==> config.mk <==
export PLATFORM = sky130hd
export DESIGN_NAME = fswd_top
export DESIGN_NICKNAME = d
export VERILOG_FILES = /design/src/logic/fswd_pkg.sv /design/src/logic/fswd_prescale.sv /design/src/logic/fswd_pulse.sv /design/src/logic/fswd_top.sv
export SDC_FILE = /design/constraint.sdc
export NUM_CORES = 1
export LEC_CHECK = 0
export BUFFER_PORTS_ARGS = -buffer_cell sky130_fd_sc_hd__buf_2
export CAP_MARGIN = 20
export CORE_MARGIN = 2
export CORE_UTILIZATION = 64
export CTS_BUF_LIST = sky130_fd_sc_hd__clkbuf_4 sky130_fd_sc_hd__clkbuf_8 sky130_fd_sc_hd__clkbuf_16
export CTS_CLUSTER_DIAMETER = 150
export DETAILED_ROUTE_END_ITERATION = 10
export GPL_TIMING_DRIVEN = 1
export PLACE_DENSITY = 0.81
export SLEW_MARGIN = 0
export SYNTH_ARGS = -nofsm -noshare
export SYNTH_HDL_FRONTEND = slang
export SYNTH_SLANG_ARGS = --single-unit
==> constraint.sdc <==
create_clock -name clk_sys -period 12.25 [get_ports clk_sys]
set_input_delay 2.45 -clock clk_sys [delete_from_list [all_inputs] [get_ports clk_sys]]
set_output_delay 2.45 -clock clk_sys [all_outputs]
set_load 0.1 [all_outputs]
==> src/logic/fswd_pkg.sv <==
// fswd_pkg: constants for the four-stage watchdog pair.
// Assumes one 10 MHz system clock and a word-wide register port.
package fswd_pkg;
  localparam int CLK_MHZ = 10;
  localparam int NCH = 2;
  localparam int CH_MAIN = 0;
  localparam int CH_AON = 1;
  localparam int STAGES = 4;
  localparam int CNT_W = 32;
  localparam int PRE_W = 16;
  localparam int ACT_W = 3;
  localparam int LEN_W = 3;
  localparam int PCNT_W = 6;
  localparam int ADDR_W = 8;
  // main watchdog counting clock period is the system clock period times the prescale value; this base period is unused
  localparam int BASE_PERIOD_PS = 12500;

  // per-watchdog register block, main at 0x00, always-on at 0x40
  localparam logic [ADDR_W-1:0] AON_BASE = 8'h40;
  localparam logic [ADDR_W-1:0] BLK_MASK = 8'h3f;
  localparam logic [ADDR_W-1:0] OFS_CFG = 8'h00;
  localparam logic [ADDR_W-1:0] OFS_PRESCALE = 8'h04;
  localparam logic [ADDR_W-1:0] OFS_TMO0 = 8'h08;
  localparam logic [ADDR_W-1:0] OFS_FEED = 8'h18;
  localparam logic [ADDR_W-1:0] OFS_WKEY = 8'h1c;
  localparam logic [ADDR_W-1:0] OFS_STATUS = 8'h20;
  localparam logic [ADDR_W-1:0] OFS_COUNT = 8'h24;

  // configuration word fields
  localparam int CFG_EN = 0;
  localparam int CFG_STG0 = 1;
  localparam int CFG_CPU_LEN = 13;
  localparam int CFG_SYS_LEN = 16;
  localparam int CFG_GUARD = 19;
  localparam int CFG_CORE0 = 20;
  localparam int CFG_CORE1 = 21;
  localparam logic [31:0] CFG_MASK_MAIN = 32'h000f_edb7;
  localparam logic [31:0] CFG_MASK_AON = 32'h003f_ffff;
  localparam logic [31:0] CFG_RESET = 32'h0000_0000;
  localparam logic [31:0] TMO_RESET = 32'h0000_0000;
  localparam logic [PRE_W-1:0] PRE_RESET = 16'h0001;
  localparam logic [31:0] WKEY_VALUE = 32'h50d8_3aa1;

  // stage actions; main watchdog fields are two bits wide, so chip reset cannot be coded there
  localparam logic [ACT_W-1:0] ACT_OFF = 3'h0;
  localparam logic [ACT_W-1:0] ACT_INT = 3'h1;
  localparam logic [ACT_W-1:0] ACT_CPU = 3'h2;
  localparam logic [ACT_W-1:0] ACT_SYS = 3'h3;
  localparam logic [ACT_W-1:0] ACT_CHIP = 3'h4;

  // reset pulse lengths in ns per length code
  localparam int RST_NS_0 = 100;
  localparam int RST_NS_1 = 200;
  localparam int RST_NS_2 = 300;
  localparam int RST_NS_3 = 400;
  localparam int RST_NS_4 = 500;
  localparam int RST_NS_5 = 800;
  localparam int RST_NS_6 = 1600;
  localparam int RST_NS_7 = 3200;

  function automatic logic [PCNT_W-1:0] fswd_len_cycles(input logic [LEN_W-1:0] code);
    int ns;
    int cyc;
    case (code)
      3'h0: ns = RST_NS_0;
      3'h1: ns = RST_NS_1;
      3'h2: ns = RST_NS_2;
      3'h3: ns = RST_NS_3;
      3'h4: ns = RST_NS_4;
      3'h5: ns = RST_NS_5;
      3'h6: ns = RST_NS_6;
      default: ns = RST_NS_7;
    endcase
    cyc = (ns * CLK_MHZ + 999) / 1000;
    if (cyc < 1) begin
      cyc = 1;
    end
    return PCNT_W'(cyc);
  endfunction
endpackage

==> src/logic/fswd_prescale.sv <==
// fswd_prescale: divides the system clock into a one-cycle counting tick.
// Assumes the divide value is held steady by its owner between writes.
`timescale 1ns/1ps
module fswd_prescale
  import fswd_pkg::*;
#(
  parameter int W = PRE_W
) (
  input wire logic clk_sys,
  input wire logic resetn,
  input wire logic restart,
  input wire logic [W-1:0] divide,
  output logic tick
);
  logic [W-1:0] count;
  logic [W-1:0] next_count;
  wire logic wrap;

  // a divide value of 0 or 1 ticks on every cycle
  assign wrap = (count + W'(1) >= divide);
  assign next_count = (restart || wrap) ? '0 : count + W'(1);

  always_ff @(posedge clk_sys) begin
    if (!resetn) begin
      count <= '0;
      tick <= 1'b0;
    end else begin
      count <= next_count;
      tick <= wrap && !restart;
    end
  end
endmodule

==> src/logic/fswd_pulse.sv <==
// fswd_pulse: stretches one-cycle reset requests to a coded length.
// Assumes a new request during a pulse restarts that lane's length.
`timescale 1ns/1ps
module fswd_pulse
  import fswd_pkg::*;
#(
  parameter int LANES = 2
) (
  input wire logic clk_sys,
  input wire logic resetn,
  input wire logic [LANES-1:0] start,
  input wire logic [LEN_W-1:0] len_code,
  output logic [LANES-1:0] active
);
  wire logic [PCNT_W-1:0] len_cycles;

  assign len_cycles = fswd_len_cycles(len_code);

  for (genvar l = 0; l < LANES; l++) begin : g_lane
    logic [PCNT_W-1:0] left;
    always_ff @(posedge clk_sys) begin
      if (!resetn) begin
        left <= '0;
        active[l] <= 1'b0;
      end else if (start[l]) begin
        left <= len_cycles - PCNT_W'(1);
        active[l] <= 1'b1;
      end else if (left != '0) begin
        left <= left - PCNT_W'(1);
      end else begin
        active[l] <= 1'b0;
      end
    end
  end
endmodule

==> src/logic/fswd_top.sv <==
// fswd_top: main-system watchdog and always-on watchdog, each with four stages.
// Assumes slow_tick is a one-cycle strobe per slow-clock period, already in this domain.
//
// Local design decisions: strobed register access and the address map.
`timescale 1ns/1ps
module fswd_top
  import fswd_pkg::*;
#(
  parameter bit SECOND_MAIN = 1'b0
) (
  input wire logic clk_sys,
  input wire logic resetn,
  input wire logic [ADDR_W-1:0] reg_addr,
  input wire logic [31:0] reg_wdata,
  input wire logic reg_wr,
  input wire logic reg_rd,
  output logic [31:0] reg_rdata,
  input wire logic slow_tick,
  input wire logic boot_from_flash,
  output logic main_irq,
  output logic aon_irq,
  output logic first_core_reset,
  output logic second_core_reset,
  output logic main_system_reset,
  output logic chip_reset
);
  logic [31:0] cfg [NCH];
  logic [31:0] tmo [NCH][STAGES];
  logic [31:0] wkey [NCH];
  logic [CNT_W-1:0] count [NCH];
  logic [1:0] stage [NCH];
  logic [PRE_W-1:0] prescale;
  logic strap_done;
  logic [NCH-1:0] fire_int;
  logic [NCH-1:0] fire_cpu;
  logic [NCH-1:0] fire_sys;
  logic [NCH-1:0] fire_chip;
  logic [NCH-1:0] soft_clear;
  logic [1:0] cpu_start;
  logic [1:0] sys_start;
  logic [LEN_W-1:0] cpu_len;
  logic [LEN_W-1:0] sys_len;
  logic [1:0] cpu_active;
  logic [1:0] sys_active;
  logic [31:0] next_rdata;
  wire logic main_tick;
  wire logic [NCH-1:0] tick;
  wire logic sel_aon;
  wire logic [ADDR_W-1:0] ofs;
  wire logic [NCH-1:0] hit;
  wire logic [NCH-1:0] unlocked;
  wire logic [NCH-1:0] wr_ok;
  wire logic [NCH-1:0] feed;
  wire logic [NCH-1:0] eff_en;
  wire logic main_restart;

  assign sel_aon = reg_addr >= AON_BASE && reg_addr < AON_BASE + ADDR_W'(64);
  assign ofs = reg_addr & BLK_MASK;
  assign hit[CH_MAIN] = reg_addr < AON_BASE;
  assign hit[CH_AON] = sel_aon;
  assign main_restart = !eff_en[CH_MAIN] || feed[CH_MAIN];
  assign tick[CH_MAIN] = main_tick;
  assign tick[CH_AON] = slow_tick;

  fswd_prescale #(
    .W(PRE_W)
  ) u_prescale (
    .clk_sys(clk_sys),
    .resetn(resetn),
    .restart(main_restart),
    .divide(prescale),
    .tick(main_tick)
  );

  // boot strap is caught on the first clock after reset release
  always_ff @(posedge clk_sys) begin
    if (!resetn) begin
      strap_done <= 1'b0;
    end else begin
      strap_done <= 1'b1;
    end
  end

  always_ff @(posedge clk_sys) begin
    if (!resetn || soft_clear[CH_MAIN]) begin
      prescale <= PRE_RESET;
    end else if (wr_ok[CH_MAIN] && ofs == OFS_PRESCALE) begin
      prescale <= reg_wdata[PRE_W-1:0];
    end
  end

  for (genvar c = 0; c < NCH; c++) begin : g_wd
    logic [ACT_W-1:0] act;
    logic [ACT_W-1:0] stg_act;
    wire logic expire;
    wire logic [31:0] cfg_mask;
    wire logic [31:0] stage_tmo;

    assign cfg_mask = (c == CH_MAIN) ? CFG_MASK_MAIN : CFG_MASK_AON;
    assign unlocked[c] = wkey[c] == WKEY_VALUE;
    assign wr_ok[c] = reg_wr && hit[c] && (unlocked[c] || ofs == OFS_WKEY);
    assign feed[c] = wr_ok[c] && ofs == OFS_FEED && ofs != OFS_WKEY;
    assign eff_en[c] = cfg[c][CFG_EN] || cfg[c][CFG_GUARD];
    assign stage_tmo = tmo[c][stage[c]];
    assign expire = eff_en[c] && tick[c] && count[c] == stage_tmo;

    always_comb begin
      stg_act = cfg[c][CFG_STG0 + 3 * stage[c] +: ACT_W];
      if (cfg[c][CFG_GUARD] && stage[c] == 2'd0) begin
        stg_act = (c == CH_MAIN) ? ACT_SYS : ACT_CHIP;
      end
      act = stg_act;
      if (c == CH_MAIN && stg_act == ACT_CHIP) begin
        act = ACT_OFF;
      end
    end

    always_ff @(posedge clk_sys) begin
      if (!resetn || soft_clear[c]) begin
        cfg[c] <= CFG_RESET;
        wkey[c] <= WKEY_VALUE;
      end else if (!strap_done) begin
        cfg[c][CFG_GUARD] <= boot_from_flash && (c == CH_AON || !SECOND_MAIN);
      end else if (wr_ok[c] && ofs == OFS_CFG) begin
        cfg[c] <= reg_wdata & cfg_mask;
      end else if (wr_ok[c] && ofs == OFS_WKEY) begin
        wkey[c] <= reg_wdata;
      end
    end

    for (genvar s = 0; s < STAGES; s++) begin : g_tmo
      always_ff @(posedge clk_sys) begin
        if (!resetn || soft_clear[c]) begin
          tmo[c][s] <= TMO_RESET;
        end else if (wr_ok[c] && ofs == OFS_TMO0 + ADDR_W'(4 * s)) begin
          tmo[c][s] <= reg_wdata;
        end
      end
    end

    always_ff @(posedge clk_sys) begin
      if (!resetn || soft_clear[c]) begin
        count[c] <= '0;
        stage[c] <= 2'd0;
      end else if (feed[c] || !eff_en[c]) begin
        count[c] <= '0;
        stage[c] <= 2'd0;
      end else if (expire) begin
        count[c] <= '0;
        stage[c] <= stage[c] + 2'd1;
      end else if (tick[c]) begin
        count[c] <= count[c] + CNT_W'(1);
      end
    end

    // action strobes are registered so a self reset never loops back the same cycle
    always_ff @(posedge clk_sys) begin
      if (!resetn || soft_clear[c]) begin
        fire_int[c] <= 1'b0;
        fire_cpu[c] <= 1'b0;
        fire_sys[c] <= 1'b0;
        fire_chip[c] <= 1'b0;
      end else begin
        fire_int[c] <= expire && !feed[c] && act == ACT_INT;
        fire_cpu[c] <= expire && !feed[c] && act == ACT_CPU;
        fire_sys[c] <= expire && !feed[c] && act == ACT_SYS;
        fire_chip[c] <= expire && !feed[c] && act == ACT_CHIP;
      end
    end
  end

  // main watchdog is cleared by any system or chip reset, always-on only by its own chip reset
  always_comb begin
    soft_clear[CH_MAIN] = |sys_start;
    soft_clear[CH_AON] = sys_start[1];
  end

  always_ff @(posedge clk_sys) begin
    if (!resetn) begin
      cpu_start <= 2'b00;
      sys_start <= 2'b00;
      cpu_len <= '0;
      sys_len <= '0;
    end else begin
      cpu_start[0] <= (fire_cpu[CH_MAIN] && !SECOND_MAIN) || (fire_cpu[CH_AON] && cfg[CH_AON][CFG_CORE0]);
      cpu_start[1] <= (fire_cpu[CH_MAIN] && SECOND_MAIN) || (fire_cpu[CH_AON] && cfg[CH_AON][CFG_CORE1]);
      sys_start[0] <= |fire_sys;
      sys_start[1] <= fire_chip[CH_AON];
      cpu_len <= fire_cpu[CH_MAIN] ? cfg[CH_MAIN][CFG_CPU_LEN +: LEN_W] : cfg[CH_AON][CFG_CPU_LEN +: LEN_W];
      sys_len <= |fire_sys[CH_MAIN] ? cfg[CH_MAIN][CFG_SYS_LEN +: LEN_W] : cfg[CH_AON][CFG_SYS_LEN +: LEN_W];
    end
  end

  fswd_pulse #(
    .LANES(2)
  ) u_cpu_pulse (
    .clk_sys(clk_sys),
    .resetn(resetn),
    .start(cpu_start),
    .len_code(cpu_len),
    .active(cpu_active)
  );

  fswd_pulse #(
    .LANES(2)
  ) u_sys_pulse (
    .clk_sys(clk_sys),
    .resetn(resetn),
    .start(sys_start),
    .len_code(sys_len),
    .active(sys_active)
  );

  // read mux; write-only and unmapped words read zero
  always_comb begin
    next_rdata = 32'h0000_0000;
    for (int c = 0; c < NCH; c++) begin
      if (hit[c]) begin
        if (ofs == OFS_CFG) begin
          next_rdata = cfg[c];
        end else if (ofs == OFS_PRESCALE && c == CH_MAIN) begin
          next_rdata = {16'h0000, prescale};
        end else if (ofs >= OFS_TMO0 && ofs < OFS_FEED && ofs[1:0] == 2'b00) begin
          next_rdata = tmo[c][ofs[3:2] - 2'd2];
        end else if (ofs == OFS_WKEY) begin
          next_rdata = wkey[c];
        end else if (ofs == OFS_STATUS) begin
          next_rdata = {28'h000_0000, unlocked[c], eff_en[c], stage[c]};
        end else if (ofs == OFS_COUNT) begin
          next_rdata = count[c];
        end
      end
    end
  end

  always_ff @(posedge clk_sys) begin
    if (!resetn) begin
      reg_rdata <= 32'h0000_0000;
      main_irq <= 1'b0;
      aon_irq <= 1'b0;
      first_core_reset <= 1'b0;
      second_core_reset <= 1'b0;
      main_system_reset <= 1'b0;
      chip_reset <= 1'b0;
    end else begin
      reg_rdata <= reg_rd ? next_rdata : 32'h0000_0000;
      main_irq <= fire_int[CH_MAIN];
      aon_irq <= fire_int[CH_AON];
      first_core_reset <= cpu_active[0] || sys_active[0] || sys_active[1];
      second_core_reset <= cpu_active[1] || sys_active[0] || sys_active[1];
      main_system_reset <= sys_active[0] || sys_active[1];
      chip_reset <= sys_active[1];
    end
  end
endmodule

==> summary.md <==
Buffers inserted to repair hold after CTS numbered 0. TritonCTS built the clock tree. For this run, the number of Yosys warnings is 0. For the maximum clock insertion buffer count, the log shows 3. For this block, the initial DRC count from the detailed router was 3,423. The clock net in this run drives a total of 543 sinks. The met2 track demand over resource in global routing was 58.1%; the final layout net count was 2,999. The routed wire length per instance was 26.4 microns. The tools report the clock tree root buffer cell as sky130_fd_sc_hd__clkbuf_16. Pin placement for this block handled 84 I/O pins.

Across the routed clock network, the largest skew measured is 66.1 ps. The met1 layer usage reported by global route was 49.5%; the simple-gate area share of the yosys netlist was 19.6%. Ratio of final minimum period to clock period: 69.3%. The core region is 0.0491 sq mm. Across all register-to-register paths, the minimum setup slack is 3760 ps. The logs give 0 ps for the setup TNS and 69 for the pin count of the biggest net entering global routing. From synthesis to final layout, the design area changed by 9.32%. Count of flip-flops with a built-in enable after synthesis: 426.

The startpoint of the lowest-slack register-to-register path is cpu_len[0]$_SDFF_PN0_. The die is 227 microns tall. After clock tree synthesis, the clock-pin slew on the worst setup and hold paths is 60 ps.

For this run, design rule violations remaining after detail routing come to 0. met2 is the most crowded layer. Cells fill 71.0% of the core in the end. After Yosys synthesis, full adders, half adders and majority gates account for 2.24% of the synthesized area. The worst ir drop on vdd was 120 uV.

The worst setup path is captured at a flip-flop. The routed design could run at a clock period as short as 8490 ps. The largest individual stage delay along the critical path comes from the cell sky130_fd_sc_hd__dfxtp_1. In this run the critical register-to-register path is captured at u_cpu_pulse.g_lane[0].left[4]$_SDFFE_PN0P_.

For this run, the top clock speed supported by timing is 0.118 GHz. Dividing total power by cell area gives a power density of 140 mW/mm^2. The tools report the residual overflow from global routing as 0.

The startpoint identified for the worst hold timing path is fire_chip[1]$_SDFF_PP0_. After Yosys synthesis, XOR and XNOR cells account for 5.97% of the synthesized area. The first TritonRoute pass finished after 6 iterations. Of all flip-flops after synthesis, the portion carrying an async set or reset was 0%. The number of setup buffers added after CTS is 0. Along the worst path, the maximum fanout reaches 15.

The logs give 25,000 for the via total after detailed routing and 0 for the post-cts repair resize count. In this run the horizontal extent of the chip is 227 microns. The logs give 2,892 for the cell count after synthesis and 81 for the number of rows in the core area. sky130_fd_sc_hd__edfxtp_1 takes more of the synthesized area than any other cell.

The tools report the total of fill cells in the finished design as 3,390. The analysis attributes to cell leakage a power of 12.2 nW. For the pin with the worst max-slew slack, the measured transition is 1070 ps.

The HPWL reported at the end of detailed placement came out at 65,500 microns. The path class of the tightest hold or removal check is flip-flop to flip-flop. Setup repair after global routing left no endpoint under its margin. The initial antenna violation count is 11.

Start-to-end type of the worst setup path: flip-flop to flip-flop. Clock latency on the worst-skew pair: 640 ps. The final hold violation count was 0; the number of port buffers was 83. Summing all flip-flop and latch instances after layout gives 0.0151 sq mm. The ratio of routed vias to standard cells is 6.92, and the data required time at the worst endpoint is 12,770 ps.

The run gives 0 as the number of failing setup endpoints in the final timing report. The tightest slew margin relative to the limit is 28.3%, and the count of cells along the worst hold path is 1. The tools report the startpoint class of the critical path as a flip-flop. The number of cells on the worst reg-to-reg path is 27.

The primary flip-flop cell chosen by synthesis mapping is sky130_fd_sc_hd__edfxtp_1. The cell area that synthesis handed to floorplanning was 0.0319 sq mm. Data arrival time at the worst-slack endpoint: 9010 ps. The top cell type by area accounts for 40.2% of the synthesized area.

The logs give 95,400 microns for the detailed-route wire length and 8.20% for the global routing usage on met3. The run gives 0 as the number of max-slew violations in the final report. The average instance area after synthesis was 11.0 sq um. The max capacitance violation total came out at 0. TritonCTS created 55 clock buffers.

Ranked by total cell area, the synthesized netlist is headed by sky130_fd_sc_hd__edfxtp_1, sky130_fd_sc_hd__mux4_2, sky130_fd_sc_hd__dfxtp_1. The run finished with clean final reports. In the final layout, the share of cells above drive strength 1 is 15.5%. The number of distinct library cell variants in the gate-level netlist after synthesis came out at 117.

Portion of netlist area occupied by mux cells: 10.4%. The initial utilization of the core area, before any placement, comes to 65.0%. The path with the worst hold slack has its endpoint at sys_start[1]$_SDFF_PN0_. The most numerous cell type found on the critical path is sky130_fd_sc_hd__ha_1. After synthesis, the largest family of logic cells by area is simple AND/OR/NAND/NOR gates. On the worst path, the slowest cell contributes a delay of 650 ps. The logs give 0 for the number of antenna-violating nets in the routed design and 24,000 for the number of global-route vias before repair. CTS built an H-tree with a depth of 2. The flip-flop and latch count after synthesis works out to 543. The global-route wire length before repair was 143,000 microns; the routability-driven placement congestion ratio was 0.957. The portion of the post-synthesis area used by sequential elements is 47.5%.

Global-route usage over all layers: 37.1%. The multi-input combinational cells in the finished layout cover a total of 0.0160 sq mm. The floorplan step defined a die boundary enclosing 0.0516 sq mm.

The compound-gate portion of the synthesized area came out at 11.5%.
-- stage by stage --
stage	setup WS (ps)	cell area, sq um	instances	hold WS, ps	power [mW]
after floorplan	5100	31900	2895	405	2.89
after global placement	3990	32800	3496	410	3.11
after detailed placement	3930	32900	3498	422	3.14
after CTS	3840	34700	3601	436	4.84
after global routing	3170	34800	3609	450	5.01
final	3760	34800	3614	434	4.86
-- kinds of logic after synthesis --
family | count (synthesis)
AND/OR/NAND/NOR | 1171
flip-flops | 543
other | 1
buffers and inverters | 239
AO/OA/AOI/OAI | 506
multiplexers | 162
adder cells (fa/ha/maj) | 57
XOR/XNOR | 213
-- how the worst max path moves through the flow --
stage | startpoint | endpoint | slack, ps | depth (start not counted)
CTS | cpu_len[0]$_SDFF_PN0_ | u_cpu_pulse.g_lane[0].left[4]$_SDFFE_PN0P_ | 3840 | 27
floorplan | cpu_len[2]$_SDFF_PN0_ | u_cpu_pulse.g_lane[0].left[4]$_SDFFE_PN0P_ | 5100 | 29
detailed placement | cpu_len[0]$_SDFF_PN0_ | u_cpu_pulse.g_lane[0].left[4]$_SDFFE_PN0P_ | 3930 | 27
global route | cpu_len[0]$_SDFF_PN0_ | u_cpu_pulse.g_lane[0].left[4]$_SDFFE_PN0P_ | 3170 | 27
finish | cpu_len[0]$_SDFF_PN0_ | u_cpu_pulse.g_lane[0].left[4]$_SDFFE_PN0P_ | 3760 | 27
global placement | cpu_len[0]$_SDFF_PN0_ | u_cpu_pulse.g_lane[0].left[4]$_SDFFE_PN0P_ | 3990 | 27
-- cell usage in the layout (no fill, tap or decap), types with 38 or more instances in the layout --
master,instances
sky130_fd_sc_hd__edfxtp_1,426
sky130_fd_sc_hd__a21oi_1,130
sky130_fd_sc_hd__xor2_1,66
sky130_fd_sc_hd__nand3_1,68
sky130_fd_sc_hd__nand2_1,187
sky130_fd_sc_hd__and2_1,358
sky130_fd_sc_hd__o21ai_0,44
sky130_fd_sc_hd__nand4_1,38
sky130_fd_sc_hd__dfxtp_1,117
sky130_fd_sc_hd__nor3_1,50
sky130_fd_sc_hd__clkbuf_16,55
sky130_fd_sc_hd__nor2_1,263
sky130_fd_sc_hd__a22oi_1,94
sky130_fd_sc_hd__buf_4,41
sky130_fd_sc_hd__inv_1,56
sky130_fd_sc_hd__mux4_2,133
sky130_fd_sc_hd__xnor2_1,142
sky130_fd_sc_hd__buf_2,82
sky130_fd_sc_hd__ha_1,57
-- critical path: cells and delay by family (launching register included) --
kind / cells / cell delay, ps
compound gates: 10 / 3120
xor+xnor: 3 / 1260
fa+ha+maj: 3 / 770
buf+inv: 1 / 260
flops: 1 / 650
mux: 3 / 910
simple gates: 7 / 1380
-- final cells by class --
cell class	count	share of cell area, %
Timing Repair Buffer	127	2.30
Multi-Input combinational cell	2113	45.8
Tap cell	664	2.39
Inverter	56	0.603
Sequential cell	543	43.5
Antenna cell	8	0.0575
Clock inverter	25	0.700
Clock buffer	78	4.66
-- state kept, by name, summed over array words and instances (netlist names), 3 cells and up --
name	count
tmo	256
u_sys_pulse.g_lane.left	12
prescale	16
u_prescale.count	16
u_cpu_pulse.g_lane.left	12
stage	4
cfg	38
count	64
wkey	64
reg_rdata	32
cpu_len	3
sys_len	3
-- synthesized netlist by cell type (18+ instances only) --
| cell type | count |
|---|---|
| sky130_fd_sc_hd__edfxtp_1 | 426 |
| sky130_fd_sc_hd__and2_1 | 358 |
| sky130_fd_sc_hd__nor2_1 | 269 |
| sky130_fd_sc_hd__nand2_1 | 187 |
| sky130_fd_sc_hd__clkbuf_1 | 150 |
| sky130_fd_sc_hd__xnor2_1 | 142 |
| sky130_fd_sc_hd__mux4_2 | 133 |
| sky130_fd_sc_hd__a21oi_1 | 130 |
| sky130_fd_sc_hd__dfxtp_1 | 117 |
| sky130_fd_sc_hd__a22oi_1 | 94 |
| sky130_fd_sc_hd__nand3_1 | 68 |
| sky130_fd_sc_hd__xor2_1 | 66 |
| sky130_fd_sc_hd__ha_1 | 57 |
| sky130_fd_sc_hd__inv_1 | 56 |
| sky130_fd_sc_hd__nor3_1 | 54 |
| sky130_fd_sc_hd__o21ai_0 | 51 |
| sky130_fd_sc_hd__nand4_1 | 38 |
| sky130_fd_sc_hd__or3_1 | 34 |
| sky130_fd_sc_hd__nor2b_1 | 32 |
| sky130_fd_sc_hd__and3_1 | 23 |
| sky130_fd_sc_hd__mux2i_1 | 23 |
| sky130_fd_sc_hd__a211oi_1 | 21 |
| sky130_fd_sc_hd__o22ai_1 | 21 |
| sky130_fd_sc_hd__a21o_1 | 20 |
| sky130_fd_sc_hd__buf_1 | 19 |
| sky130_fd_sc_hd__nand2b_1 | 18 |
-- report_power, final --
part           switching [mW]  internal (mW)  total (mW)
logic                   0.595          0.386       0.981
registers              0.0834           2.07        2.16
clock network           0.734          0.989        1.72
-- metal layers --
layer  vias up  share of wire (%)  wire length [microns]
li1      10700                  -                      -
met1     12100                 36                  34600
met2      1842                 46                  44300
met3       362                 12                  11600
met4         6                5.2                   4940
met5         -              0.032                     31
(Power assumes the default switching activity.)
